==> config.mk <==
export PLATFORM = sky130hd
export DESIGN_NAME = ref_pulse_align
export DESIGN_NICKNAME = d
export VERILOG_FILES = /design/src/ref_pulse_align_pkg.sv /design/src/level_sync3.sv /design/src/ref_pulse_align.sv
export SDC_FILE = /design/constraint.sdc
export NUM_CORES = 1
export LEC_CHECK = 0
export BUFFER_PORTS_ARGS = -buffer_cell sky130_fd_sc_hd__buf_2
export CAP_MARGIN = 20
export CORE_MARGIN = 2
export CORE_UTILIZATION = 51
export DETAILED_ROUTE_END_ITERATION = 8
export GPL_ROUTABILITY_DRIVEN = 0
export PLACE_DENSITY_LB_ADDON = 0.3
export SLEW_MARGIN = 10
export SYNTH_ARGS = -nofsm -noshare
export SYNTH_HDL_FRONTEND = slang
export SYNTH_SLANG_ARGS = --single-unit
==> constraint.sdc <==
create_clock -name i_clk -period 7.09 [get_ports i_clk]
set_clock_uncertainty 0.1 [all_clocks]
set_input_delay 0.3545 -clock i_clk [delete_from_list [all_inputs] [get_ports i_clk]]
set_output_delay 0.3545 -clock i_clk [all_outputs]
set_load 0.01 [all_outputs]
==> src/ref_pulse_align_pkg.sv <==
// Constants, register map and field layouts for the reference pulse aligner
// Contract
// RULE1: With align_every_pulse set, every pulse realigns the dividers.
// RULE2: align_next_pulse_once uses only the next pulse, then self-clears.
// RULE3: align_on_second_pulse moves the one-shot to pulse two, stays set.
// RULE4: nco_reset_every_pulse with every-pulse mode resets NCO per align.
// RULE5: nco_reset_next_pulse_once resets NCO on the one-shot align, clears.
// RULE6: nco_reset_on_second_pulse also resets NCO on pulse two, stays set.
// RULE7: A 5-bit offset in frames delays the multiframe edge; more is later.
// RULE8: No realign for a pulse at most 2*early_tolerance cycles early.
// RULE9: No realign for a pulse at most 2*late_tolerance cycles late.
// RULE10: serializer_polarity_select inverts the serializer data when one.
// RULE11: Sampling select zero samples on the synth tick, one at half rate.
// RULE12: With the receiver powered down no reference pulse is detected.
// RULE13: Writing the one-shot bit set restarts the second-pulse count.
// RULE14: The generator sends pulses at a multiple of the multiframe period; ref_pulse_gen sends one pulse per arm at any grid slot.
package ref_pulse_align_pkg;

	localparam int ADDR_W = 12;
	localparam int DATA_W = 32;
	localparam int REG_W = 8;
	localparam int SER_W = 10;

	// Register indices; byte address is four times the index
	localparam logic [9:0] IDX_ALIGN_CTRL = 10'h1e8;
	localparam logic [9:0] IDX_MF_OFFSET = 10'h1e9;
	localparam logic [9:0] IDX_WINDOW = 10'h1ea;
	localparam logic [9:0] IDX_SER_POL = 10'h1eb;
	localparam logic [9:0] IDX_RX_CTRL = 10'h1f0;
	localparam logic [9:0] IDX_STATUS = 10'h1f1;

	localparam logic [ADDR_W-1:0] ADDR_ALIGN_CTRL = {IDX_ALIGN_CTRL, 2'b00};
	localparam logic [ADDR_W-1:0] ADDR_MF_OFFSET = {IDX_MF_OFFSET, 2'b00};
	localparam logic [ADDR_W-1:0] ADDR_WINDOW = {IDX_WINDOW, 2'b00};
	localparam logic [ADDR_W-1:0] ADDR_SER_POL = {IDX_SER_POL, 2'b00};
	localparam logic [ADDR_W-1:0] ADDR_RX_CTRL = {IDX_RX_CTRL, 2'b00};
	localparam logic [ADDR_W-1:0] ADDR_STATUS = {IDX_STATUS, 2'b00};

	localparam logic [REG_W-1:0] RST_ALIGN_CTRL = 8'h00;
	localparam logic [REG_W-1:0] RST_MF_OFFSET = 8'h00;
	localparam logic [REG_W-1:0] RST_WINDOW = 8'h00;
	localparam logic [REG_W-1:0] RST_SER_POL = 8'h1c;
	localparam logic [REG_W-1:0] RST_RX_CTRL = 8'h01;

	localparam logic [1:0] RESP_OKAY = 2'b00;
	localparam logic [1:0] RESP_SLVERR = 2'b10;

	// Divider model: 4 cycles per frame, 32 frames per multiframe
	localparam int FRAME_BITS = 2;
	localparam int MF_FRAME_BITS = 5;
	localparam int PHASE_W = FRAME_BITS + MF_FRAME_BITS;
	localparam logic [PHASE_W-1:0] PHASE_ZERO = 7'h00;
	localparam logic [PHASE_W-1:0] PHASE_AFTER_ALIGN = 7'h01;
	localparam logic [FRAME_BITS-1:0] FRAME_START = 2'h0;
	localparam int TOL_W = 4;

	typedef struct packed {
		logic rsvd7;
		logic nco_reset_on_second_pulse;
		logic nco_reset_next_pulse_once;
		logic nco_reset_every_pulse;
		logic rsvd3;
		logic align_on_second_pulse;
		logic align_next_pulse_once;
		logic align_every_pulse;
	} align_ctrl_type;

	typedef struct packed {
		logic [2:0] rsvd;
		logic [MF_FRAME_BITS-1:0] frame_offset;
	} mf_offset_type;

	typedef struct packed {
		logic [TOL_W-1:0] early_tolerance;
		logic [TOL_W-1:0] late_tolerance;
	} window_type;

	typedef struct packed {
		logic serializer_polarity_select;
		logic [6:0] rsvd;
	} ser_pol_type;

	typedef struct packed {
		logic [3:0] rsvd_hi;
		logic ref_pulse_receiver_powerdown;
		logic [1:0] rsvd_mid;
		logic ref_pulse_sampling_select;
	} rx_ctrl_type;

	typedef struct packed {
		logic [4:0] align_count;
		logic last_in_window;
		logic second_armed;
		logic receiver_active;
	} status_type;

endpackage

==> src/level_sync3.sv <==
// Three-stage synchroniser that accepts a new level once stages two and three agree
module level_sync3 (
	input wire logic i_clk, // System clock
	input wire logic i_rst_n, // Asynchronous reset, active low
	input wire logic i_async, // Level from outside this clock domain
	output logic o_level // Filtered synchronous level
);

	logic meta_q;
	logic s2_q;
	logic s3_q;

	always_ff @(posedge i_clk or negedge i_rst_n) begin
		if (!i_rst_n) begin
			meta_q <= 1'b0;
			s2_q <= 1'b0;
			s3_q <= 1'b0;
		end else begin
			meta_q <= i_async;
			s2_q <= meta_q;
			s3_q <= s2_q;
		end
	end

	// Single-cycle glitch past stage two never reaches the output
	always_ff @(posedge i_clk or negedge i_rst_n) begin
		if (!i_rst_n) begin
			o_level <= 1'b0;
		end else if (s2_q == s3_q) begin
			o_level <= s3_q;
		end
	end

endmodule

==> src/ref_pulse_align.sv <==
// Reference pulse divider/multiframe aligner with AXI4-Lite register access
module ref_pulse_align
	import ref_pulse_align_pkg::*;
(
	input wire logic i_clk, // 25 MHz system clock
	input wire logic i_rst_n, // Asynchronous reset, active low
	input wire logic i_awvalid, // Write address valid
	output logic o_awready, // Write address ready
	input wire logic [ADDR_W-1:0] i_awaddr, // Write byte address
	input wire logic i_wvalid, // Write data valid
	output logic o_wready, // Write data ready
	input wire logic [DATA_W-1:0] i_wdata, // Write data
	input wire logic [3:0] i_wstrb, // Write byte strobes
	output logic o_bvalid, // Write response valid
	input wire logic i_bready, // Write response ready
	output logic [1:0] o_bresp, // Write response code
	input wire logic i_arvalid, // Read address valid
	output logic o_arready, // Read address ready
	input wire logic [ADDR_W-1:0] i_araddr, // Read byte address
	output logic o_rvalid, // Read data valid
	input wire logic i_rready, // Read data ready
	output logic [DATA_W-1:0] o_rdata, // Read data
	output logic [1:0] o_rresp, // Read response code
	input wire logic i_ref_pulse, // Reference pulse pin, asynchronous
	input wire logic i_synth_ref_tick, // Synthesizer reference tick
	input wire logic [SER_W-1:0] i_ser_data, // Serializer data in
	output logic [SER_W-1:0] o_ser_data, // Serializer data out
	output logic o_ref_rx_enable, // Pulse receiver enabled
	output logic o_divider_align, // Divider realign strobe
	output logic o_nco_reset, // NCO phase reset strobe
	output logic o_frame_edge, // Frame boundary strobe
	output logic o_mf_edge // Multiframe boundary strobe
);

	align_ctrl_type ctrl_q;
	mf_offset_type offset_q;
	window_type window_q;
	ser_pol_type ser_pol_q;
	rx_ctrl_type rx_ctrl_q;
	status_type status;

	logic aw_held_q;
	logic [ADDR_W-1:0] aw_addr_q;
	logic w_held_q;
	logic [DATA_W-1:0] w_data_q;
	logic [3:0] w_strb_q;
	logic bvalid_q;
	logic [1:0] bresp_q;
	logic rvalid_q;
	logic [DATA_W-1:0] rdata_q;
	logic [1:0] rresp_q;
	logic do_write;
	logic wr_lane0;
	logic wr_ctrl;
	align_ctrl_type wr_fields;
	logic wr_mapped;
	logic [REG_W-1:0] wr_byte;
	logic [REG_W-1:0] rd_byte;
	logic rd_mapped;

	logic pulse_level;
	logic half_q;
	logic sample_en;
	logic sampled_q;
	logic pulse;
	logic second_q;
	logic second_wait;
	logic consume_next;
	logic pulse_sel;
	logic in_window;
	logic align;
	logic nco_hit;
	logic [PHASE_W-1:0] phase_q;
	logic [PHASE_W-1:0] early_dist;
	logic [PHASE_W:0] late_lim;
	logic [PHASE_W:0] early_lim;
	logic [4:0] align_count_q;
	logic last_in_window_q;

	// Register bus: write address and data taken in either order
	assign o_awready = !aw_held_q;
	assign o_wready = !w_held_q;
	assign do_write = aw_held_q && w_held_q && !bvalid_q;
	assign wr_lane0 = w_strb_q[0];
	assign wr_byte = w_data_q[REG_W-1:0];
	assign wr_fields = wr_byte;
	assign wr_ctrl = do_write && wr_lane0 && (aw_addr_q == ADDR_ALIGN_CTRL);

	always_comb begin
		case (aw_addr_q)
			ADDR_ALIGN_CTRL,
			ADDR_MF_OFFSET,
			ADDR_WINDOW,
			ADDR_SER_POL,
			ADDR_RX_CTRL,
			ADDR_STATUS: wr_mapped = 1'b1;
			default: wr_mapped = 1'b0;
		endcase
	end

	always_ff @(posedge i_clk or negedge i_rst_n) begin
		if (!i_rst_n) begin
			aw_held_q <= 1'b0;
			aw_addr_q <= '0;
		end else if (i_awvalid && o_awready) begin
			aw_held_q <= 1'b1;
			aw_addr_q <= i_awaddr;
		end else if (do_write) begin
			aw_held_q <= 1'b0;
		end
	end

	always_ff @(posedge i_clk or negedge i_rst_n) begin
		if (!i_rst_n) begin
			w_held_q <= 1'b0;
			w_data_q <= '0;
			w_strb_q <= '0;
		end else if (i_wvalid && o_wready) begin
			w_held_q <= 1'b1;
			w_data_q <= i_wdata;
			w_strb_q <= i_wstrb;
		end else if (do_write) begin
			w_held_q <= 1'b0;
		end
	end

	always_ff @(posedge i_clk or negedge i_rst_n) begin
		if (!i_rst_n) begin
			bvalid_q <= 1'b0;
			bresp_q <= RESP_OKAY;
		end else if (do_write) begin
			bvalid_q <= 1'b1;
			bresp_q <= wr_mapped ? RESP_OKAY : RESP_SLVERR;
		end else if (i_bready) begin
			bvalid_q <= 1'b0;
		end
	end

	assign o_bvalid = bvalid_q;
	assign o_bresp = bresp_q;

	// Plain registers; status is read-only and ignores writes
	always_ff @(posedge i_clk or negedge i_rst_n) begin
		if (!i_rst_n) begin
			offset_q <= RST_MF_OFFSET;
			window_q <= RST_WINDOW;
			ser_pol_q <= RST_SER_POL;
			rx_ctrl_q <= RST_RX_CTRL;
		end else if (do_write && wr_lane0) begin
			case (aw_addr_q)
				ADDR_MF_OFFSET: offset_q <= wr_byte;
				ADDR_WINDOW: window_q <= wr_byte;
				ADDR_SER_POL: ser_pol_q <= wr_byte;
				ADDR_RX_CTRL: rx_ctrl_q <= wr_byte;
				default: ;
			endcase
		end
	end

	// Software write wins over hardware self-clear in the same cycle
	always_ff @(posedge i_clk or negedge i_rst_n) begin
		if (!i_rst_n) begin
			ctrl_q <= RST_ALIGN_CTRL;
		end else if (wr_ctrl) begin
			ctrl_q <= wr_byte;
		end else if (consume_next) begin
			ctrl_q.align_next_pulse_once <= 1'b0; // [RULE2]
			ctrl_q.nco_reset_next_pulse_once <= 1'b0; // [RULE5]
		end
	end

	// Read channel
	assign status.align_count = align_count_q;
	assign status.last_in_window = last_in_window_q;
	assign status.second_armed = second_q;
	assign status.receiver_active = o_ref_rx_enable;

	always_comb begin
		rd_mapped = 1'b1;
		case (i_araddr)
			ADDR_ALIGN_CTRL: rd_byte = ctrl_q;
			ADDR_MF_OFFSET: rd_byte = offset_q;
			ADDR_WINDOW: rd_byte = window_q;
			ADDR_SER_POL: rd_byte = ser_pol_q;
			ADDR_RX_CTRL: rd_byte = rx_ctrl_q;
			ADDR_STATUS: rd_byte = status;
			default: begin
				rd_byte = '0;
				rd_mapped = 1'b0;
			end
		endcase
	end

	assign o_arready = !rvalid_q;

	always_ff @(posedge i_clk or negedge i_rst_n) begin
		if (!i_rst_n) begin
			rvalid_q <= 1'b0;
			rdata_q <= '0;
			rresp_q <= RESP_OKAY;
		end else if (i_arvalid && o_arready) begin
			rvalid_q <= 1'b1;
			rdata_q <= {{(DATA_W-REG_W){1'b0}}, rd_byte};
			rresp_q <= rd_mapped ? RESP_OKAY : RESP_SLVERR;
		end else if (i_rready) begin
			rvalid_q <= 1'b0;
		end
	end

	assign o_rvalid = rvalid_q;
	assign o_rdata = rdata_q;
	assign o_rresp = rresp_q;

	// Pulse receiver and sampling
	assign o_ref_rx_enable = !rx_ctrl_q.ref_pulse_receiver_powerdown;

	level_sync3 u_pulse_sync (
		.i_clk(i_clk),
		.i_rst_n(i_rst_n),
		.i_async(i_ref_pulse),
		.o_level(pulse_level)
	);

	always_ff @(posedge i_clk or negedge i_rst_n) begin
		if (!i_rst_n) begin
			half_q <= 1'b0;
		end else begin
			half_q <= !half_q;
		end
	end

	always_comb begin
		if (rx_ctrl_q.ref_pulse_sampling_select) begin
			sample_en = half_q; // [RULE11]
		end else begin
			sample_en = i_synth_ref_tick; // [RULE11]
		end
	end

	// Powered-down receiver holds the sample low so no edge is seen
	always_ff @(posedge i_clk or negedge i_rst_n) begin
		if (!i_rst_n) begin
			sampled_q <= 1'b0;
		end else if (!o_ref_rx_enable) begin
			sampled_q <= 1'b0; // [RULE12]
		end else if (sample_en) begin
			sampled_q <= pulse_level;
		end
	end

	assign pulse = sample_en && o_ref_rx_enable && pulse_level && !sampled_q;

	// Pulse selection
	always_comb begin
		second_wait = ctrl_q.align_next_pulse_once &&
			ctrl_q.align_on_second_pulse && !second_q; // [RULE3]
		consume_next = pulse && ctrl_q.align_next_pulse_once &&
			!second_wait; // [RULE2]
		pulse_sel = pulse && (ctrl_q.align_every_pulse || consume_next); // [RULE1]
	end

	always_ff @(posedge i_clk or negedge i_rst_n) begin
		if (!i_rst_n) begin
			second_q <= 1'b0;
		end else if (wr_ctrl && wr_fields.align_next_pulse_once) begin
			second_q <= 1'b0; // [RULE13]
		end else if (consume_next) begin
			second_q <= 1'b0;
		end else if (pulse && second_wait) begin
			second_q <= 1'b1; // [RULE3]
		end
	end

	// Tolerance window around the expected position, phase zero
	always_comb begin
		early_dist = PHASE_ZERO - phase_q;
		late_lim = {{(PHASE_W-TOL_W){1'b0}}, window_q.late_tolerance, 1'b0};
		early_lim = {{(PHASE_W-TOL_W){1'b0}}, window_q.early_tolerance, 1'b0};
		in_window = ({1'b0, phase_q} <= late_lim) || // [RULE9]
			({1'b0, early_dist} <= early_lim); // [RULE8]
		align = pulse_sel && !in_window;
		nco_hit = align && (
			(ctrl_q.align_every_pulse && ctrl_q.nco_reset_every_pulse) || // [RULE4]
			(consume_next && ctrl_q.nco_reset_next_pulse_once) || // [RULE5]
			(consume_next && ctrl_q.align_on_second_pulse &&
				ctrl_q.nco_reset_on_second_pulse)); // [RULE6]
	end

	// Divider phase; a realign puts the pulse cycle at phase zero
	always_ff @(posedge i_clk or negedge i_rst_n) begin
		if (!i_rst_n) begin
			phase_q <= PHASE_ZERO;
		end else if (align) begin
			phase_q <= PHASE_AFTER_ALIGN; // [RULE1]
		end else begin
			phase_q <= phase_q + PHASE_AFTER_ALIGN;
		end
	end

	always_ff @(posedge i_clk or negedge i_rst_n) begin
		if (!i_rst_n) begin
			align_count_q <= '0;
			last_in_window_q <= 1'b0;
		end else if (pulse_sel) begin
			last_in_window_q <= in_window;
			if (align) begin
				align_count_q <= align_count_q + 5'h01;
			end
		end
	end

	// Strobes and serializer data are registered
	always_ff @(posedge i_clk or negedge i_rst_n) begin
		if (!i_rst_n) begin
			o_divider_align <= 1'b0;
			o_nco_reset <= 1'b0;
			o_frame_edge <= 1'b0;
			o_mf_edge <= 1'b0;
		end else begin
			o_divider_align <= align;
			o_nco_reset <= nco_hit;
			o_frame_edge <= phase_q[FRAME_BITS-1:0] == FRAME_START;
			o_mf_edge <= (phase_q[FRAME_BITS-1:0] == FRAME_START) &&
				(phase_q[PHASE_W-1:FRAME_BITS] ==
				offset_q.frame_offset); // [RULE7]
		end
	end

	always_ff @(posedge i_clk or negedge i_rst_n) begin
		if (!i_rst_n) begin
			o_ser_data <= '0;
		end else begin
			o_ser_data <= i_ser_data ^
				{SER_W{ser_pol_q.serializer_polarity_select}}; // [RULE10]
		end
	end

endmodule

==> results.sh, run 1 <==
export IMPL_status="completed"
export IMPL_regArea_um2=2730
export IMPL_min_period_ps=2700
export IMPL_grt_max_degree=85
export IMPL_cp_end_kind="flop"
export IMPL_drt_iter0_drc=127
export IMPL_core_um2=9820
export IMPL_netlist_area_um2=5170
export IMPL_p_per_area_nw_per_um2=292
export IMPL_top_layer="met4"
export IMPL_cts_resized=0
export IMPL_dr_total_vias=3384
export IMPL_clkPwrFrac_pct=22.0
export IMPL_postSynthAreaPerCell_um2=12.0
export IMPL_finalHoldViolCount=0
export IMPL_timing_hold_ws_ps=30.7
export IMPL_finalCritPeriodShare_pct=38.1
export IMPL_grt_pass1_wl_um=16500
export IMPL_cts_root_buf="clkbuf_8"
export IMPL_grt_pass1_vias=3351
export IMPL_syn_inst=432
export IMPL_std_cell_rows=36
export IMPL_p_int_mw=1.11
export IMPL_fmax_mhz=370
export IMPL_worst_ep_arrival_time_ps=2870
export IMPL_synth_cell_type_count=53
export IMPL_switchingPower_mw=0.594
export IMPL_htreeDepth=3
export IMPL_io_buffers=81
export IMPL_fin_nets=602
export IMPL_regToRegSetupSlack_ps=4390
export IMPL_area_growth_pct=12.8
export IMPL_setup_tns_ps=0
export IMPL_drive_gt1_share_pct=32.7
export IMPL_synth_adder_area_share_pct=2.86
export IMPL_wl_per_cell_um=15.2
export IMPL_ys_seq_area_share_pct=52.9
export IMPL_ys_ff_latch=109
export IMPL_dr_wl_met2_um=4660
export IMPL_wl_um=9900
export IMPL_final_max_slew_viol_count=0
export IMPL_p_leak_nw=2.80
export IMPL_first_pass_iters=4
export IMPL_ant_nets=0
export IMPL_seq_power_share_pct=52.2
export IMPL_remaining_drc_errors=0
export IMPL_setup_viol=0
export IMPL_setup_ws_ps=4390
export IMPL_combPwrFrac_pct=25.8
export IMPL_dp_slack_ps=4400
export IMPL_avgViaCountPerCell=5.21
export IMPL_synth_edf_count=0
export IMPL_required_ps=7250
export IMPL_cts_inserted_buffers=9
export IMPL_sw_frac_of_total_pct=34.9
export IMPL_multiInputGateArea_um2=2180
export IMPL_grt_util_all_layers_pct=19.1
export IMPL_async_reset_ff_share_pct=100
export IMPL_die_h_um=105
export IMPL_clkSlewWorstSetupHoldPaths_ps=120
export IMPL_fillers=828
export IMPL_synth_compound_area_share_pct=6.05
export IMPL_slew_limit_headroom_pct=31.1
export IMPL_synth_top_family_by_area="multiplexers"
export IMPL_die_x_um=105
export IMPL_final_core_util_pct=59.3
export IMPL_wl_met3_um=696
export IMPL_rsz0062_at_grt="false"
export IMPL_start_util_pct=52.6
export IMPL_ir_drop_mv=0.150
export IMPL_critPathLaunchType="flop"
export IMPL_worstMarginPinSlew_ps=1030
export IMPL_grt_ovfl_total=0
export IMPL_yosys_most_used_dff="dfrtp_1"
export IMPL_synth_simple_area_share_pct=11.4
export IMPL_cts_max_path_buffers=2
export IMPL_synthMuxAreaShare_pct=14.9
export IMPL_maxCapViolCount=0
export IMPL_path_class="reg -> reg"
export IMPL_insertedDiodeCount=0
export IMPL_dieArea_um2=11000
export IMPL_cp_max_fo=11
export IMPL_clock_sinks=109
export IMPL_ios=135
export IMPL_hold_path_class="in -> reg"
export IMPL_synth_xor_area_share_pct=5.06
export IMPL_met1_length_um=4430
export IMPL_yosys_warnings=0
export IMPL_cts_tree="yes"
export IMPL_hpwl_um=7140
export IMPL_antenna_found_initial=0
export IMPL_clock_latency_ps=380
==> what timing repair did <==
action / in CTS / in global routing
hold endpoints to repair: 26 / 0
setup endpoints to repair: 0 / 0
hold buffers: 2 / 0
buffers inserted: 0 / 0
==> final timing paths <==
path	cells after the start	from	end
setup reg to reg	10	phase_q[0]$_DFF_PN0_	align_count_q[1]$_DFFE_PN0P_
min in group asynchronous	2	i_rst_n	u_pulse_sync.meta_q$_DFF_PN0_
setup / recovery	10	phase_q[0]$_DFF_PN0_	align_count_q[1]$_DFFE_PN0P_
hold / removal	2	i_ser_data[3]	o_ser_data[3]$_DFF_PN0_
hold reg to reg	0	u_pulse_sync.meta_q$_DFF_PN0_	u_pulse_sync.s2_q$_DFF_PN0_
max in group asynchronous	4	i_rst_n	ser_pol_q[3]$_DFFE_PN1P_
==> layout by cell type, fill, tap and decap left out, types with 3 or more instances in the layout <==
master,count
buf_2,80
nand2_1,17
mux2i_1,4
dfrtp_1,105
xnor2_1,11
nor2b_1,4
nor2_1,32
nand4_1,4
nand3_1,13
o22ai_1,3
inv_1,22
dfstp_2,4
a22oi_1,4
conb_1,26
a21oi_1,16
nor3_1,5
nand2b_1,7
and3_1,6
clkbuf_8,9
inv_8,3
clkinv_4,3
mux2_2,51
xor2_1,17
ha_1,11
o21ai_0,16
mux4_2,7
==> state kept, by name, indices dropped and copies added (netlist names), 8 cells and up <==
| register | cells |
|---|---|
| w_data_q | 8 |
| ctrl_q | 8 |
| o_rdata | 8 |
| o_ser_data | 10 |
| ser_pol_q | 8 |
| aw_addr_q | 12 |
| rx_ctrl_q | 8 |
| offset_q | 8 |
==> synthesized netlist by cell type, drive strengths merged (5+ instances only) <==
master | count | area share [%]
nand3 | 13 | 1.3
a21oi | 16 | 1.5
nand4 | 5 | 0.73
dfrtp | 105 | 51
inv | 22 | 1.6
ha | 11 | 2.7
xor2 | 18 | 3.2
nor2 | 32 | 2.3
mux2 | 51 | 11
and3 | 6 | 0.73
nor3 | 5 | 0.48
clkbuf | 7 | 0.51
xnor2 | 11 | 1.9
buf | 34 | 4.6
nand2 | 17 | 1.2
mux4 | 7 | 3.1
o21ai | 16 | 1.5
nand2b | 7 | 0.85
==> per-stage QoR <==
stage	cells	area (µm²)	total power, mW
global route	650	5830	1.82
CTS	649	5800	1.72
floorplan	457	5260	1.22
detailed placement	631	5580	1.34
global placement	631	5580	1.31
finish	650	5830	1.70
==> metal layers <==
layer	up-vias	track usage, %
met4	0	4.29
li1	1604	-
met1	1646	26.4
met2	121	29.9
met3	13	6.11
met5	-	0
==> critical path, stage by stage (launching register included) <==
cell       delay (ps)
dfrtp_1           440
inv_1             120
ha_1              260
nand2_1            90
xor2_1            160
ha_1              330
nand4_1           110
o2bb2ai_1         210
nand3_1           220
and2_4            260
mux2_2            280
==> power groups by stage <==
stage / logic (mW) / registers, mW / clock network (mW)
after detailed placement: 0.438 / 0.903 / 0
after global routing: 0.493 / 0.910 / 0.417
final: 0.438 / 0.889 / 0.374
after floorplan: 0.370 / 0.847 / 0
after CTS: 0.443 / 0.890 / 0.388
after global placement: 0.416 / 0.895 / 0
==> layout make-up <==
| cell class | count | area share [%] |
|---|---|---|
| flip-flops and latches | 109 | 46.9 |
| multi-input cells | 285 | 37.4 |
| repair buffers | 85 | 7.95 |
| well taps | 133 | 2.86 |
| clock buffers | 9 | 2.13 |
| inverters | 22 | 1.42 |
| clock inverters | 7 | 1.31 |
==> cell families (layout without fill, tap and decap cells) <==
logic type                 count (synthesis)  after routing
DFF                                      109            109
and+or+nand+nor                          104            104
buffers and inverters                     63            123
muxes                                     62             62
AOI/OAI and AO/OA                         52             52
xor gates and xnor gates                  29             29
adders and majority gates                 12             12
other                                      1             26
(Power assumes the default switching activity.)
==> run 2, diff against run 1 <==
clock period = 2.7 ns   (was 7.09 ns; I/O delays follow)
==> results.sh, run 2 (synthesis gave the netlist of run 1 again) <==
export IMPL_antenna_found_initial=0
export IMPL_whs_path_depth=3
export IMPL_cts_tree="yes"
export IMPL_fin_nets=644
export IMPL_dr_total_vias=3569
export IMPL_cts_inserted_buffers=9
export IMPL_setup_tns_ps=0
export IMPL_hpwl_um=7550
export IMPL_regToRegSetupSlack_ps=180
export IMPL_start_util_pct=52.6
export IMPL_final_max_slew_viol_count=0
export IMPL_drt_iter0_drc=116
export IMPL_grt_pass1_wl_um=18300
export IMPL_largest_registers="aw_addr_q (12), o_ser_data (10)"
export IMPL_avgViaCountPerCell=5.16
export IMPL_insertedDiodeCount=0
export IMPL_area_growth_pct=19.9
export IMPL_finalHoldViolCount=0
export IMPL_slew_limit_headroom_pct=53.1
export IMPL_cts_max_path_buffers=2
export IMPL_grt_max_degree=56
export IMPL_largest_register="aw_addr_q"
export IMPL_htreeDepth=3
export IMPL_io_buffers=81
export IMPL_largest_reg_flops=12
export IMPL_die_x_um=105
export IMPL_path_class="reg -> reg"
export IMPL_required_ps=2860
export IMPL_final_cell_mix="dfrtp_1 (104), buf_2 (80), mux2_2 (51)"
export IMPL_maxCapViolCount=0
export IMPL_dieArea_um2=11000
export IMPL_p_per_area_nw_per_um2=722
export IMPL_wl_per_cell_um=15.7
export IMPL_rsz0062_at_grt="false"
export IMPL_min_period_ps=2520
export IMPL_reg2reg_depth=10
export IMPL_remaining_drc_errors=0
export IMPL_die_h_um=105
export IMPL_core_um2=9820
export IMPL_grt_ovfl_total=0
export IMPL_status="completed"
export IMPL_post_cts_setup_buffers=0
export IMPL_clock_latency_ps=360
export IMPL_ant_nets=0
export IMPL_std_cell_rows=36
export IMPL_wl_um=10800
export IMPL_grt_util_all_layers_pct=20.8
export IMPL_layout_cells_most_common="dfrtp_1"
export IMPL_finalCritPeriodShare_pct=93.2
export IMPL_fmax_mhz=398
export IMPL_grt_pass1_vias=3742
export IMPL_setup_viol=0
export IMPL_first_pass_iters=5
export IMPL_worstMarginPinSlew_ps=703
export IMPL_critPathLaunchType="flop"
export IMPL_hold_path_class="in -> reg"
export IMPL_ios=135
export IMPL_clock_sinks=109
export IMPL_ir_drop_mv=0.475
export IMPL_cp_max_fo=11
export IMPL_cp_end_kind="flop"
export IMPL_cts_root_buf="clkbuf_8"
export IMPL_power_mw=4.47
export IMPL_worst_ep_arrival_time_ps=2670
export IMPL_drive_gt1_share_pct=31.7
export IMPL_clkSlewWorstSetupHoldPaths_ps=100
export IMPL_p_leak_nw=2.96
==> run 2: layer usage <==
metal / track usage (%) / share of wire [%] / routed length, µm
met4: 3.71 / 0.74 / 80
met5: 0 / 0 / 0
met3: 4.55 / 5.9 / 638
met2: 36.0 / 50 / 5440
met1: 27.4 / 43 / 4680
==> run 2: layout make-up <==
| cell class | instances | area [µm²] |
|---|---|---|
| Tap cell | 133 | 166 |
| Timing Repair Buffer | 127 | 848 |
| Inverter | 22 | 82.6 |
| Fill cell | 798 | 3620 |
| Clock inverter | 5 | 35.0 |
| Clock buffer | 11 | 141 |
| Sequential cell | 109 | 2730 |
| Multi-Input combinational cell | 285 | 2190 |
==> run 2: critical path, cell delays in order, from the launching register on <==
cell and delay, ps:
dfrtp_2 450, inv_1 100, ha_2 230, xnor2_1 150, ha_1 280, nor2b_1 140
o211ai_1 150, o2bb2ai_1 160, nand3_2 140, and2_4 220, mux2_2 270
==> run 2: path summary, 6_finish.rpt <==
path | end | startpoint
hold / removal | o_rdata[0]$_DFFE_PN0P_ | i_araddr[9]
max in group asynchronous | phase_q[0]$_DFF_PN0_ | i_rst_n
setup reg to reg | align_count_q[1]$_DFFE_PN0P_ | phase_q[0]$_DFF_PN0_
setup / recovery | align_count_q[1]$_DFFE_PN0P_ | phase_q[0]$_DFF_PN0_
hold reg to reg | u_pulse_sync.s2_q$_DFF_PN0_ | u_pulse_sync.meta_q$_DFF_PN0_
min in group asynchronous | align_count_q[0]$_DFFE_PN0P_ | i_rst_n
==> run 2: power by group <==
group / total, mW / internal (mW) / leakage, nW / switching, mW
logic: 1.22 / 0.628 / 1.49 / 0.589
clock network: 0.910 / 0.364 / 0.0897 / 0.547
registers: 2.35 / 1.96 / 1.37 / 0.388
total: 4.47 / 2.95 / 2.96 / 1.52
==> run 2: timing repair <==
| action | in CTS | in global routing |
|---|---|---|
| gates resized for setup | 0 | 3 |
| hold buffers | 38 | 0 |
| endpoints found under the setup margin | 0 | 2 |
| endpoints found under the hold margin | 85 | 0 |
==> run 2: per-stage QoR <==
step | cell area, µm² | hold slack, ps | utilization [%] | cells | setup slack, ps
global placement | 5630 | 115 | 57.4 | 638 | 174
finish | 6200 | 21.2 | 63.1 | 692 | 185
global route | 6200 | 37.5 | 63.1 | 692 | 21.7
detailed placement | 5630 | 122 | 57.4 | 638 | 48.4
floorplan | 5260 | -261 | - | 457 | 436
CTS | 6190 | 6.82 | 63.0 | 692 | 30.0
